`src/core/msp_defs.vh`:
```
// constants shared by the monitor two-wire slave port
// assumes it is included by bare name from files under core/
`ifndef MSP_DEFS_VH
`define MSP_DEFS_VH

// seven-bit slave address base, low two bits come from the select pins
`define MSP_BASE_ADDR 7'h4C
// global sync address (write only), seven-bit form of the 8-bit EE
`define MSP_SYNC_ADDR 7'h77

// register map indices
`define MSP_REG_STATUS 4'h0
`define MSP_REG_CONTROL 4'h1
`define MSP_REG_TRIGGER 4'h2
`define MSP_REG_FIRST_RES 4'h4

// reset value of the control register and of every result register
`define MSP_REG_RESET 8'h00

// data-valid flag position in a result high byte
`define MSP_DV_BIT 7

// received bits in one byte
`define MSP_BYTE_BITS 4'h8
// last bit index while shifting out
`define MSP_LAST_TX_BIT 4'h7

`endif

```
`src/core/msp_sync.v`:
```
// three-stage synchroniser for pins that arrive from outside mclk
// assumes one clock mclk and an asynchronous active-low reset
`default_nettype none

module msp_sync #(
  parameter WIDTH = 4
) (
  input wire mclk,
  input wire rst_b,
  input wire [WIDTH-1:0] din,
  output wire [WIDTH-1:0] mid,
  output wire [WIDTH-1:0] old
);

  genvar gi;

  // one chain per bit; the first stage feeds only the second
  generate
    for (gi = 0; gi < WIDTH; gi = gi + 1) begin : g_bit
      reg s1;
      reg s2;
      reg s3;
      always @(posedge mclk or negedge rst_b) begin
        if (!rst_b) begin
          s1 <= 1'b1;
          s2 <= 1'b1;
          s3 <= 1'b1;
        end else begin
          s1 <= din[gi];
          s2 <= s1;
          s3 <= s2;
        end
      end
      assign mid[gi] = s2;
      assign old[gi] = s3;
    end
  endgenerate

endmodule

`default_nettype wire

```
`src/core/msp_slave_port.v`:
```
// two-wire slave port of a voltage, current and temperature monitor
// assumes a 100 MHz mclk, pull-ups on the bus wires outside the chip,
// and a measurement sequencer on mclk that posts results byte by byte
`default_nettype none
`include "msp_defs.vh"

module msp_slave_port (
  input wire mclk,
  input wire rst_b,
  input wire scl_in,
  input wire sda_in,
  output wire sda_out,
  output reg sda_oe,
  input wire addr_select_pin_0,
  input wire addr_select_pin_1,
  input wire res_wr,
  input wire [3:0] res_idx,
  input wire [7:0] res_data,
  output wire res_ready,
  input wire conv_busy,
  output reg conv_trigger,
  output wire ctrl_kelvin,
  output wire ctrl_single,
  output wire [4:0] ctrl_mode,
  output wire diode_drive_en
);

  // one-hot protocol states
  localparam [7:0] ST_IDLE = 8'h01;
  localparam [7:0] ST_ADDR = 8'h02;
  localparam [7:0] ST_CMD = 8'h04;
  localparam [7:0] ST_WDATA = 8'h08;
  localparam [7:0] ST_ACK = 8'h10;
  localparam [7:0] ST_RDATA = 8'h20;
  localparam [7:0] ST_MACK = 8'h40;
  localparam [7:0] ST_IGNORE = 8'h80;

  reg [7:0] state; // protocol state
  reg [7:0] ack_to; // state taken when our ack bit ends
  reg [3:0] bitcnt; // bits seen in the current byte
  reg [7:0] shreg; // receive shift register
  reg [7:0] txsh; // transmit shift register
  reg [3:0] ptr; // register pointer
  reg first; // next write byte is the first after the command
  reg more; // master acknowledged the byte just sent
  reg rd_busy; // a read transaction is open
  reg [7:0] ctrl; // control register
  reg dv_clr; // one-cycle request to clear a ready flag
  reg [3:0] dv_idx; // register whose flag is cleared
  reg [7:0] rd_byte; // byte the pointer selects for reading

  wire [3:0] mid; // synchroniser second stage
  wire [3:0] old; // synchroniser third stage
  wire [127:0] res_flat; // all sixteen bytes, result area filled
  wire [7:0] status; // composed status byte
  wire [6:0] own_addr; // our seven-bit address

  // pins cross into mclk through three stages
  msp_sync #(
    .WIDTH(4)
  ) u_sync (
    .mclk(mclk),
    .rst_b(rst_b),
    .din({addr_select_pin_1, addr_select_pin_0, sda_in, scl_in}),
    .mid(mid),
    .old(old)
  );

  reg scl_lvl; // accepted level of the clock wire
  reg sda_lvl; // accepted level of the data wire
  wire scl_ok = (mid[0] == old[0]); // clock stages two and three agree
  wire sda_ok = (mid[1] == old[1]); // data stages two and three agree

  // a new pin level counts only once stages two and three agree on it
  always @(posedge mclk or negedge rst_b) begin
    if (!rst_b) begin
      scl_lvl <= 1'b1;
      sda_lvl <= 1'b1;
    end else begin
      scl_lvl <= scl_ok ? old[0] : scl_lvl;
      sda_lvl <= sda_ok ? old[1] : sda_lvl;
    end
  end

  // edges: the agreed level differs from the accepted one
  wire scl_rise = scl_ok & old[0] & ~scl_lvl;
  wire scl_fall = scl_ok & ~old[0] & scl_lvl;
  wire scl_high = scl_ok & old[0] & scl_lvl;
  wire sda_now = old[1];
  wire start_det = scl_high & sda_ok & ~old[1] & sda_lvl;
  wire stop_det = scl_high & sda_ok & old[1] & ~sda_lvl;
  wire rx_done = scl_fall & (bitcnt == `MSP_BYTE_BITS);

  // address from the select pins; one of four
  assign own_addr = {`MSP_BASE_ADDR} | {5'h00, old[3], old[2]};

  // own address in both directions, sync address for writes only
  wire addr_hit = (shreg[7:1] == own_addr) ||
                  ((shreg[7:1] == `MSP_SYNC_ADDR) && !shreg[0]);

  // only control and trigger take writes
  wire wr_ok = (ptr == `MSP_REG_CONTROL) || (ptr == `MSP_REG_TRIGGER);

  // data wire is only ever pulled low
  assign sda_out = 1'b0;

  // results are refused while a read is open
  assign res_ready = ~rd_busy;

  // control fields steer the measurement side
  assign ctrl_kelvin = ctrl[7];
  assign ctrl_single = ctrl[6];
  assign ctrl_mode = ctrl[4:0];
  // diode currents only once a remote channel is selected
  assign diode_drive_en = (ctrl[4:3] != 2'b00);

  // result byte store, one entry per register from 04 to 0F
  assign res_flat[31:0] = 32'h0000_0000;
  genvar gi;
  generate
    for (gi = 4; gi < 16; gi = gi + 1) begin : g_res
      localparam [3:0] IDX = gi;
      reg [7:0] val;
      reg fresh; // a result landed here last cycle
      // a new result wins over a registered flag clear asked for in its cycle
      always @(posedge mclk or negedge rst_b) begin
        if (!rst_b) begin
          val <= `MSP_REG_RESET;
          fresh <= 1'b0;
        end else begin
          fresh <= 1'b0;
          if (res_wr && !rd_busy && (res_idx == IDX)) begin
            val <= res_data;
            fresh <= 1'b1;
          end else if (dv_clr && (dv_idx == IDX) && !IDX[0] && !fresh) begin
            val[`MSP_DV_BIT] <= 1'b0;
          end
        end
      end
      assign res_flat[gi*8 +: 8] = val;
    end
  endgenerate

  // ready bits mirror the high-byte valid flags
  assign status = {1'b0, res_flat[119], res_flat[103], res_flat[87],
                   res_flat[71], res_flat[55], res_flat[39], conv_busy};

  // read mux; trigger address reads back status
  always @* begin
    if ((ptr == `MSP_REG_STATUS) || (ptr == `MSP_REG_TRIGGER)) begin
      rd_byte = status;
    end else if (ptr == `MSP_REG_CONTROL) begin
      rd_byte = ctrl;
    end else begin
      rd_byte = res_flat[ptr*8 +: 8];
    end
  end

  // protocol engine; all timing derives from the sampled clock and data edges
  always @(posedge mclk or negedge rst_b) begin
    if (!rst_b) begin
      state <= ST_IDLE;
      ack_to <= ST_IDLE;
      bitcnt <= 4'h0;
      shreg <= 8'h00;
      txsh <= 8'h00;
      ptr <= 4'h0;
      first <= 1'b0;
      more <= 1'b0;
      sda_oe <= 1'b0;
      rd_busy <= 1'b0;
      ctrl <= `MSP_REG_RESET;
      conv_trigger <= 1'b0;
      dv_clr <= 1'b0;
      dv_idx <= 4'h0;
    end else begin
      conv_trigger <= 1'b0;
      dv_clr <= 1'b0;
      if (start_det) begin
        // start or repeated start: fresh address phase
        state <= ST_ADDR;
        bitcnt <= 4'h0;
        sda_oe <= 1'b0;
        rd_busy <= 1'b0;
      end else if (stop_det) begin
        // stop frees the bus and ends any read
        state <= ST_IDLE;
        sda_oe <= 1'b0;
        rd_busy <= 1'b0;
      end else begin
        case (state)
          ST_ADDR: begin
            if (scl_rise) begin
              shreg <= {shreg[6:0], sda_now};
              bitcnt <= bitcnt + 4'h1;
            end else if (rx_done) begin
              bitcnt <= 4'h0;
              if (addr_hit) begin
                // hold data low over the ack clock
                sda_oe <= 1'b1;
                ack_to <= shreg[0] ? ST_RDATA : ST_CMD;
                state <= ST_ACK;
              end else begin
                state <= ST_IGNORE;
              end
            end
          end
          ST_CMD: begin
            if (scl_rise) begin
              shreg <= {shreg[6:0], sda_now};
              bitcnt <= bitcnt + 4'h1;
            end else if (rx_done) begin
              bitcnt <= 4'h0;
              ptr <= shreg[3:0];
              dv_clr <= 1'b1;
              dv_idx <= shreg[3:0];
              first <= 1'b1;
              sda_oe <= 1'b1;
              ack_to <= ST_WDATA;
              state <= ST_ACK;
            end
          end
          ST_WDATA: begin
            if (scl_rise) begin
              shreg <= {shreg[6:0], sda_now};
              bitcnt <= bitcnt + 4'h1;
            end else if (rx_done) begin
              bitcnt <= 4'h0;
              if (first || wr_ok) begin
                // first byte always taken; later ones only if writable
                if (ptr == `MSP_REG_CONTROL) begin
                  ctrl <= shreg;
                end else if (ptr == `MSP_REG_TRIGGER) begin
                  conv_trigger <= 1'b1;
                end
                ptr <= ptr + 4'h1;
                first <= 1'b0;
                sda_oe <= 1'b1;
                ack_to <= ST_WDATA;
                state <= ST_ACK;
              end else begin
                state <= ST_IGNORE;
              end
            end
          end
          ST_ACK: begin
            if (scl_fall) begin
              // ack clock over: release, or start sending
              state <= ack_to;
              bitcnt <= 4'h0;
              if (ack_to == ST_RDATA) begin
                txsh <= rd_byte;
                sda_oe <= ~rd_byte[7];
                ptr <= ptr + 4'h1;
                dv_clr <= 1'b1;
                dv_idx <= ptr;
                rd_busy <= 1'b1;
              end else begin
                sda_oe <= 1'b0;
              end
            end
          end
          ST_RDATA: begin
            if (scl_fall) begin
              if (bitcnt == `MSP_LAST_TX_BIT) begin
                // let the master drive its ack bit
                sda_oe <= 1'b0;
                state <= ST_MACK;
              end else begin
                txsh <= {txsh[6:0], 1'b0};
                sda_oe <= ~txsh[6];
                bitcnt <= bitcnt + 4'h1;
              end
            end
          end
          ST_MACK: begin
            if (scl_rise) begin
              more <= ~sda_now;
            end else if (scl_fall) begin
              bitcnt <= 4'h0;
              if (more) begin
                // acked: next sequential register follows
                txsh <= rd_byte;
                sda_oe <= ~rd_byte[7];
                ptr <= ptr + 4'h1;
                dv_clr <= 1'b1;
                dv_idx <= ptr;
                state <= ST_RDATA;
              end else begin
                // nack: wait for stop, read stays open
                state <= ST_IGNORE;
              end
            end
          end
          default: begin
            // idle or not addressed: keep off the wire
            sda_oe <= 1'b0;
          end
        endcase
      end
    end
  end

endmodule

`default_nettype wire

```
`config.mk`:
```
export PLATFORM = sky130hd
export DESIGN_NAME = msp_slave_port
export DESIGN_NICKNAME = d
export VERILOG_FILES = /design/src/core/msp_sync.v /design/src/core/msp_slave_port.v
export VERILOG_INCLUDE_DIRS = /design/src /design/src/core
export SDC_FILE = /design/constraint.sdc
export NUM_CORES = 1
export LEC_CHECK = 0
export ABC_AREA = 1
export BUFFER_PORTS_ARGS = -buffer_cell sky130_fd_sc_hd__buf_2
export CORE_AREA = 2 2 160 162
export CTS_BUF_LIST = sky130_fd_sc_hd__clkbuf_4
export DETAILED_ROUTE_END_ITERATION = 8
export DIE_AREA = 0 0 162 164
export GPL_ROUTABILITY_DRIVEN = 0
export MAX_ROUTING_LAYER = met4
export PLACE_DENSITY_LB_ADDON = 0.25
export REMOVE_ABC_BUFFERS = 1
export SETUP_SLACK_MARGIN = 0.3
export SLEW_MARGIN = 10
export SYNTH_ARGS = -nofsm -noshare
export SYNTH_HDL_FRONTEND = slang
export SYNTH_SLANG_ARGS = --single-unit
```
`constraint.sdc`:
```
create_clock -name mclk -period 2.3 [get_ports mclk]
set_input_delay 0.23 -clock mclk [delete_from_list [all_inputs] [get_ports mclk]]
set_output_delay 0.23 -clock mclk [all_outputs]
set_load 0.01 [all_outputs]
```
==> flow_summary.ini, run 1 <==
[run_status]
run_status = finished clean

[sta]
fmax_mhz = 520
slew_headroom = 0.605
timing.final.ws_setup_ns = 0.375
max_slew.worst_pin.slew_ns = 0.592
finClkSkew_ns = 0.0270
rsz0062_at_grt = yes
final_hold_viol_count = 0
fin_crit_ns = 1.92
holdWs_ns = 0.124
setup_viol = 0
final.setup.tns_ns = 0
slew_violations = 0
fin_crit_sh = 0.837

[clock_network]
h-tree-depth = 4
root_buffer = clkbuf_4
clk_latency_ns = 0.60
ctsLongestPathBuffers = 2
path_clk_slew_ns = 0.17
tritoncts = built
cts_sinks = 169
cts_inserted_buffers = 17

[cells_and_area]
multiInputGateArea_mm2 = 0.00371
area_growth_pct = 14.1
layout.cells.non_filler = 1464
final_common_cell = nand2_1
ff_latch_area_mm2 = 0.00425
drive_gt1_frac = 0.161
nNetsFinal = 1148
final_cell_mix = nand2_1, o21ai_0, dfrtp_1
n_fill_cell = 2626

[hold_path]
min_path_cells = 3
holdPathEnd = g_res[14].val[7]$_DFFE_PN0P_
hp-class = in2reg
min_from = res_data[7]

[die]
initial_core_util = 0.344
rows = 58
die_area_mm2 = 0.0266
die_h_um = 164
die_w_um = 162
ios = 32
core_mm2 = 0.0248

[drt]
wl_mm = 21.4
drt-pass1-iter-count = 5
avgRoutedWirePerCell_um = 14.6
antenna_left = 0
drt_iter0_drc = 424
vias = 7047
vias_per_cell = 4.81
remaining_drc_errors = 0

[power_and_ir_drop]
fin_total_pwr_mw = 7.68
cellLeakagePower_nw = 4.66
power_density_mw_per_mm2 = 789
vdd_drop_max_v = 0.000352

[placement]
place_ws_ns = 0.338
dp_cells = 1399
port_buffers = 30
hpwlAfterDp_mm = 15.0

[critical_path]
r2r-end = state[0]$_DFFE_PN1P_
crit_required_ns = 2.83
rrSetupSlack_ns = 0.38
crit_type = reg2reg
rr_worst_depth = 11
start_kind = flop
worstPathMaxFanout = 7
cp-end-kind = flop
worst-endpoint-arrival_ns = 2.45
rr_startpoint = u_sync.g_bit[0].s3$_DFF_PN1_

[logic_synthesis]
synth_seq_area_share = 0.498
synth_top_family_by_area = simple AND/OR/NAND/NOR gates
synth-seq-cells = 169
synthMuxAreaShare = 0.00132
synth_fa_ha_area_frac = 0.0117
synth_warnings = 0
syn_avg_cell_area_um2 = 7.99
synth_cell_types = 45
netlist_area_mm2 = 0.00853
synth_edf_count = 0
synthFlopType = dfrtp_1
synth_simple_gate_area_frac = 0.256
netlist_instances = 1067
async_flop_share = 1.00
synth_compound_area_frac = 0.151
synth_xor_xnor_area_share = 0.00411

[run]
maxCapViolations = 0

[global_routing]
antenna_found_initial = 1
grt_pass1_wl_mm = 35.7
grt_pass1_vias = 6831
overflow = 0
grtUsageTotal = 0.175
grt_max_degree = 60
## power by group
group	total [mW]	switching (mW)	internal, mW
Clock	1.84	1.31	0.529
Sequential	3.75	0.285	3.46
Combinational	2.09	1.32	0.767
## logic make-up after synthesis
logic type                 Yosys count
AOI/OAI and AO/OA                  240
xor gates and xnor gates             4
adders and majority gates            8
buffers and inverters              153
DFF                                169
muxes                                1
other                                1
and+or+nand+nor                    491
## worst max-delay path by stage
stage,cells past startpoint,start,to
final,11,u_sync.g_bit[0].s3$_DFF_PN1_,state[0]$_DFFE_PN1P_
after global routing,11,state[7]$_DFFE_PN0P_,dv_idx[2]$_DFFE_PN0P_
after CTS,11,u_sync.g_bit[0].s2$_DFF_PN1_,state[3]$_DFFE_PN0P_
after detailed placement,11,u_sync.g_bit[0].s2$_DFF_PN1_,state[0]$_DFFE_PN1P_
after global placement,11,u_sync.g_bit[0].s2$_DFF_PN1_,state[0]$_DFFE_PN1P_
after floorplan,8,ptr[0]$_DFFE_PN0P_,txsh[1]$_DFFE_PN0P_
## what timing repair did
item | 4_1_cts | 5_1_grt
hold endpoints to repair | 78 | 0
hold buffers | 20 | 0
setup endpoints to repair | 0 | 38
buffers inserted | 0 | 11
gates resized for setup | 0 | 18
## state kept, by name, indices dropped and copies added, names as in the netlist, 4 cells and up
signal / cells
g_res.val: 96
txsh: 7
g_res.fresh: 6
ptr: 4
bitcnt: 4
shreg: 8
u_sync.g_bit.s3: 4
dv_idx: 4
state: 8
ack_to: 4
ctrl: 8
u_sync.g_bit.s2: 4
u_sync.g_bit.s1: 4
## critical path, stage by stage (launching register included)
cell and delay, ns:
dfstp_2 0.40, ha_1 0.20, nand2_1 0.08, clkinv_2 0.09
nand3_4 0.14, nand2_4 0.08, inv_2 0.11, nand3_1 0.12
o21ai_4 0.29, nor2_8 0.09, buf_4 0.14, o21ai_2 0.11
## per-stage QoR
stage,util,area (µm²)
CTS,0.385,9550
detailed placement,0.364,9030
global route,0.392,9730
finish,0.392,9730
floorplan,-,8260
global placement,0.364,9030
## metal layers
metal  share of wire  vias to the layer above  GRT usage
li1                -                     3554          -
met1            0.48                     3338      0.229
met2            0.47                      128      0.277
met3           0.033                       27     0.0283
met4           0.018                        0     0.0591
met5               0                        -          -
## synth_stat cells (2+ instances only)
master / instances / area share
o22ai_1: 11 / 0.0081
nand3_1: 41 / 0.024
nor3_1: 6 / 0.0035
xor2_1: 3 / 0.0031
o21ai_1: 16 / 0.0094
nand3_2: 4 / 0.0047
nor2_2: 7 / 0.0051
nand4_2: 2 / 0.0029
o21ai_0: 165 / 0.097
buf_4: 7 / 0.0062
nand2_1: 285 / 0.13
nand3b_1: 7 / 0.0062
nand2_2: 12 / 0.0088
buf_6: 3 / 0.0040
nor2_4: 5 / 0.0066
nor2_1: 98 / 0.043
inv_1: 86 / 0.038
dfrtp_1: 153 / 0.45
a21oi_1: 22 / 0.013
ha_1: 8 / 0.012
nand4_1: 12 / 0.0088
dfstp_2: 16 / 0.049
clkbuf_1: 29 / 0.013
nand2_4: 6 / 0.0079
buf_2: 9 / 0.0053
o211ai_1: 15 / 0.013
inv_2: 13 / 0.0057
o21ai_2: 9 / 0.0092
## final cells by class
type | count | share of cell area
Antenna cell | 1 | 0.000257
Clock inverter | 15 | 0.0196
Sequential cell | 169 | 0.437
Timing Repair Buffer | 84 | 0.0662
Clock buffer | 17 | 0.0131
Inverter | 102 | 0.0404
Multi-Input combinational cell | 746 | 0.381
Tap cell | 330 | 0.0424
Note: power is estimated with default switching activity, not from simulation.
==> inputs of run 2 (changes only) <==
- clock period: 2.3 -> 1.7 ns (I/O delays scaled with it)
==> run 2 against run 1 <==
Compared with the run above: the run now ends with setup timing left; worst setup slack worse by 0.48 ns; non-clock buffer count is 100 higher; global-route usage is 1.4 points higher; combinational power is 83% higher; maximum frequency is 6.4% higher; sequential power is 35% higher; flip-flop and latch count stayed put; via count is 7.6% higher; first-iteration DRC count is 0.71% lower; sequential share of layout area is 6.7 points lower; clock power is 33% higher; largest cell class is now multi-input gates.
==> flow_summary.ini, run 2 (synthesis results as in run 1) <==
[drt]
vias_per_cell = 4.84
avgRoutedWirePerCell_um = 15.3
drt_iter0_drc = 421
remaining_drc_errors = 0
wl_met3_um = 811
wl_met1_mm = 11.2
drt-pass1-iter-count = 4
antenna_left = 0
dr_wl_met2_mm = 11.7
wl_mm = 24.0
top_layer = met4
vias = 7582

[power_and_ir_drop]
fin_total_pwr_mw = 11.3
vdd_drop_max_v = 0.000497
clkPwrFrac = 0.215
power_density_mw_per_mm2 = 986
intPower_mw = 7.03
power_switching_share = 0.379
cellLeakagePower_nw = 5.46
pwr-share-seq = 0.448
power_switching_mw = 4.30
p_comb_frac = 0.337

[global_routing]
overflow = 0
grt_pass1_vias = 7328
grt_max_degree = 67
antenna_found_initial = 1
grt_pass1_wl_mm = 38.4
grtUsageTotal = 0.188

[critical_path]
worst-endpoint-arrival_ns = 2.36
rr_worst_depth = 10
crit_type = reg2reg
endpoint = state[1]$_DFFE_PN0P_
cp-end-kind = flop
rr_startpoint = state[0]$_DFFE_PN1P_
r2r-end = state[1]$_DFFE_PN0P_
worstPathMaxFanout = 5
start_kind = flop
crit_required_ns = 2.25
rrSetupSlack_ns = -0.11
crit_start = state[0]$_DFFE_PN1P_

[clock_network]
clk_latency_ns = 0.60
path_clk_slew_ns = 0.18
ctsLongestPathBuffers = 2
cts_inserted_buffers = 17
tritoncts = built
h-tree-depth = 4
cts_sinks = 169
root_buffer = clkbuf_4

[sta]
final.setup.tns_ns = -1.83
fin_crit_sh = 1.06
setup_viol = 38
rsz0062_at_grt = yes
timing.final.ws_setup_ns = -0.109
finClkSkew_ns = 0.0336
fin_crit_ns = 1.81
fmax_mhz = 553
slew_violations = 0
holdWs_ns = 0.0463
final_hold_viol_count = 0

[cells_and_area]
fin_util = 0.463
regMostFlops = g_res.val
final_cell_mix = nand2_1, dfrtp_1, o21ai_0
drive_gt1_frac = 0.326
largest_register_ffs = 96
multiInputGateArea_mm2 = 0.00430
nNetsFinal = 1251
ff_latch_area_mm2 = 0.00425
final_common_cell = nand2_1
n_fill_cell = 2433
layout.cells.non_filler = 1567
area_growth_pct = 34.7

[placement]
dp_cells = 1470
port_buffers = 30
hpwlAfterDp_mm = 15.6

[die]
die_h_um = 164
ios = 32
rows = 58
initial_core_util = 0.344
die_w_um = 162
die_area_mm2 = 0.0266
core_mm2 = 0.0248

[hold_path]
hp-class = in2reg

[run_status]
violations = setup timing
run_status = finished with violations

[run]
maxCapViolations = 0
## run 2: routing by layer
metal | vias up | GRT usage
met5 | - | -
met3 | 19 | 0.0260
met1 | 3645 | 0.249
met4 | 0 | 0.0511
met2 | 139 | 0.305
li1 | 3779 | -
## run 2: worst min path at each step
stage                                         endpoint  depth (start not counted)        start
after CTS                 g_res[12].val[7]$_DFFE_PN0P_                          3  res_data[7]
final                     g_res[10].val[7]$_DFFE_PN0P_                          3  res_data[7]
after floorplan                  ack_to[2]$_DFFE_PN0P_                          0        rst_b
after global routing       g_res[8].val[7]$_DFFE_PN0P_                          3  res_data[7]
after detailed placement  g_res[13].val[3]$_DFFE_PN0P_                          1        rst_b
after global placement    g_res[13].val[3]$_DFFE_PN0P_                          1        rst_b
## run 2: layout make-up
| type | count | share of cell area |
|---|---|---|
| diodes | 1 | 0.000218 |
| clock buffers | 17 | 0.0111 |
| clock inverters | 15 | 0.0156 |
| inverters | 102 | 0.0385 |
| multi-input cells | 747 | 0.374 |
| flip-flops and latches | 169 | 0.370 |
| well taps | 330 | 0.0360 |
| repair buffers | 184 | 0.153 |
| repair inverters | 2 | 0.00131 |
## run 2: per-stage QoR
stage / area (µm²) / worst slack, ns
6_report: 11500 / -0.109
5_1_grt: 11500 / -0.177
3_3_place_gp: 9710 / -0.130
4_1_cts: 10900 / -0.0484
2_1_floorplan: 8260 / -1.04
3_5_place_dp: 9710 / -0.139
## run 2: timing repair
| item | 4_1_cts | 5_1_grt |
|---|---|---|
| endpoints found under the hold margin | 214 | 19 |
| pin swaps | 37 | 55 |
| hold buffers | 19 | 1 |
| setup endpoints to repair | 95 | 114 |
| resized for setup | 120 | 154 |
| setup buffers | 23 | 14 |
| gates cloned | 4 | 4 |
## run 2: power by group through the flow
| stage | sequential [mW] | clock, mW | combinational (mW) |
|---|---|---|---|
| after floorplan | 5.10 | 0 | 1.88 |
| after global placement | 5.09 | 0 | 3.04 |
| after CTS | 5.04 | 2.53 | 3.51 |
| after global routing | 5.16 | 2.67 | 4.25 |
| after detailed placement | 5.10 | 0 | 3.08 |
| final | 5.07 | 2.44 | 3.82 |
## run 2: worst max-delay path, cell delays in order (launching register included)
cell and delay, ns:
dfstp_2 0.59, inv_2 0.06, nand2_4 0.07, nor2_4 0.06
nand2_4 0.16, buf_4 0.15, nand3_2 0.09, o21ai_4 0.25
nor2_4 0.07, buf_6 0.13, o21ai_2 0.12
==> inputs of run 3 (changes only) <==
- SETUP_SLACK_MARGIN: 0.3 -> 0.5
==> run 3 against run 2 <==
Compared with the run above: the flow finishes with violations (hold timing, setup timing); power grew 3.0%; via count grew 2.6%; clock skew grew 0.0020 ns; critical path depth is the same; combinational power grew 6.3%; flip-flop and latch count is the same; die area is the same; clock-buffer cell count is the same; sequential share of layout area shrank 2.1 points; worst hold slack lost 0.068 ns; cell count grew 0.77%; sequential power grew 2%; critical path type unchanged; largest cell class unchanged.
==> flow_summary.ini, run 3 (synthesis results as in run 1) <==
[run_status]
run_status = finished with violations
violations = hold timing, setup timing

[placement]
placed_cell_area_mm2 = 0.00971
hpwlAfterDp_mm = 15.6
place_ws_ns = -0.139
port_buffers = 30

[die]
ios = 32
die_h_um = 164
die_w_um = 162
core_mm2 = 0.0248
initial_core_util = 0.344
rows = 58
die_area_mm2 = 0.0266

[clock_network]
cts_inserted_buffers = 17
cts_sinks = 169
ctsHoldBuffers = 21
clk_latency_ns = 0.61
path_clk_slew_ns = 0.18
tritoncts = built
root_buffer = clkbuf_4
h-tree-depth = 4
ctsLongestPathBuffers = 2

[power_and_ir_drop]
fin_total_pwr_mw = 11.7
vdd_drop_max_v = 0.000492
power_density_mw_per_mm2 = 958
cellLeakagePower_nw = 5.64

[cells_and_area]
nNetsFinal = 1263
final_cell_mix = nand2_1, dfrtp_1, buf_4
largest_register_ffs = 96
drive_gt1_frac = 0.415
final_cell_area_mm2 = 0.0122
regMostFlops = g_res.val
area_growth_pct = 42.7
final_common_cell = nand2_1

[drt]
avgRoutedWirePerCell_um = 16.1
drt-pass1-iter-count = 5
remaining_drc_errors = 0
antenna_left = 0
wl_mm = 25.4
drt_iter0_drc = 515
vias_per_cell = 4.92
vias = 7776

[sta]
rsz0062_at_grt = yes
slew_violations = 0
max_slew.worst_pin.slew_ns = 0.890
fin_crit_sh = 1.07
slew_headroom = 0.407
setup_viol = 38
holdWs_ns = -0.0214
finClkSkew_ns = 0.0356
fmax_mhz = 549
final_hold_viol_count = 1
timing.final.ws_setup_ns = -0.123
fin_crit_ns = 1.82

[global_routing]
grt.met2_usage = 0.322
met1_usage = 0.267
grt_pass1_vias = 7509
grt_pass1_wl_mm = 40.4
grtUsageMet3 = 0.0283
grt-busiest-layer = met2
antenna_found_initial = 1
overflow = 0
grt_max_degree = 67
grtUsageTotal = 0.200

[critical_path]
crit_required_ns = 2.26
worst-endpoint-arrival_ns = 2.38
crit_type = reg2reg
start_kind = flop
cp-end-kind = flop
worstPathMaxFanout = 5

[run]
maxCapViolations = 0

[hold_path]
hp-class = in2reg
run 3: cell count changes in the layout (fill, tap and decap cells not counted), sizes merged:
| cell | delta |
|---|---|
| buf | +8 |
| clkinv | +5 |
| inv | -4 |
| clkinvlp | +1 |
| dlygate4sd3 | +1 |
| dlymetal6s4s | +1 |
run 3: routing by layer:
layer  vias up  routed length, µm
met5         -                  0
met4         0                314
met3        23                842
met2       122              12600
met1      3814              11600
li1       3817                  -
run 3: final timing paths:
path | start | end | slack (ns) | cells after the start
worst max-delay path | state[0]$_DFFE_PN1P_ | state[1]$_DFFE_PN0P_ | -0.12 | 10
worst min-delay path | res_idx[3] | g_res[4].fresh$_DFF_PN0_ | -0.02 | 4
worst max register to register | state[0]$_DFFE_PN1P_ | state[1]$_DFFE_PN0P_ | -0.12 | 10
worst min register to register | u_sync.g_bit[0].s1$_DFF_PN1_ | u_sync.g_bit[0].s2$_DFF_PN1_ | 0.37 | 0
max in group asynchronous | rst_b | g_res[9].val[2]$_DFFE_PN0P_ | 0.71 | 3
min in group asynchronous | rst_b | g_res[12].val[3]$_DFFE_PN0P_ | 0.10 | 3
run 3: cell type report:
type,count,area (µm²)
inverters,102,472
well taps,330,413
fillers,2396,12600
repair buffers,194,1950
repair inverters,4,38.8
clock inverters,15,179
multi-input cells,747,4740
diodes,1,2.50
flip-flops and latches,169,4250
clock buffers,17,128
run 3: power by group:
part           leakage [nW]  total (mW)  switching (mW)  internal, mW
Clock                 0.163        2.44            1.74         0.699
Sequential             2.16        5.16           0.472          4.68
Combinational          3.32        4.06            2.27          1.79
Total                  5.64        11.7            4.49          7.17
run 3: through the flow:
| stage | hold WS, ns | std cells | util | setup TNS (ns) |
|---|---|---|---|---|
| 2_1_floorplan | -0.126 | 1016 | - | -20.49 |
| 3_3_place_gp | 0.0393 | 1470 | 0.391 | -2.29 |
| 3_5_place_dp | 0.0399 | 1470 | 0.391 | -2.78 |
| 4_1_cts | -0.0326 | 1563 | 0.457 | -0.771 |
| 5_1_grt | -0.0383 | 1579 | 0.490 | -5.59 |
| 6_report | -0.0214 | 1579 | 0.490 | -1.62 |
run 3: worst max-delay path: stages, from the launching register on:
cell and delay (ns):
dfstp_2 0.59, inv_2 0.06, nand2_4 0.07, nor2_4 0.06, nand2_4 0.16, buf_4 0.15
nand3_2 0.09, o21ai_4 0.26, nor2_4 0.07, buf_6 0.13, o21ai_2 0.13
run 3: what timing repair did:
item                                    4_1_cts  5_1_grt
pin swaps                                    64       63
setup buffers                                29       13
endpoints found under the hold margin       203        2
resized for setup                           291      210
endpoints found under the setup margin      160      181
gates cloned                                 11        2
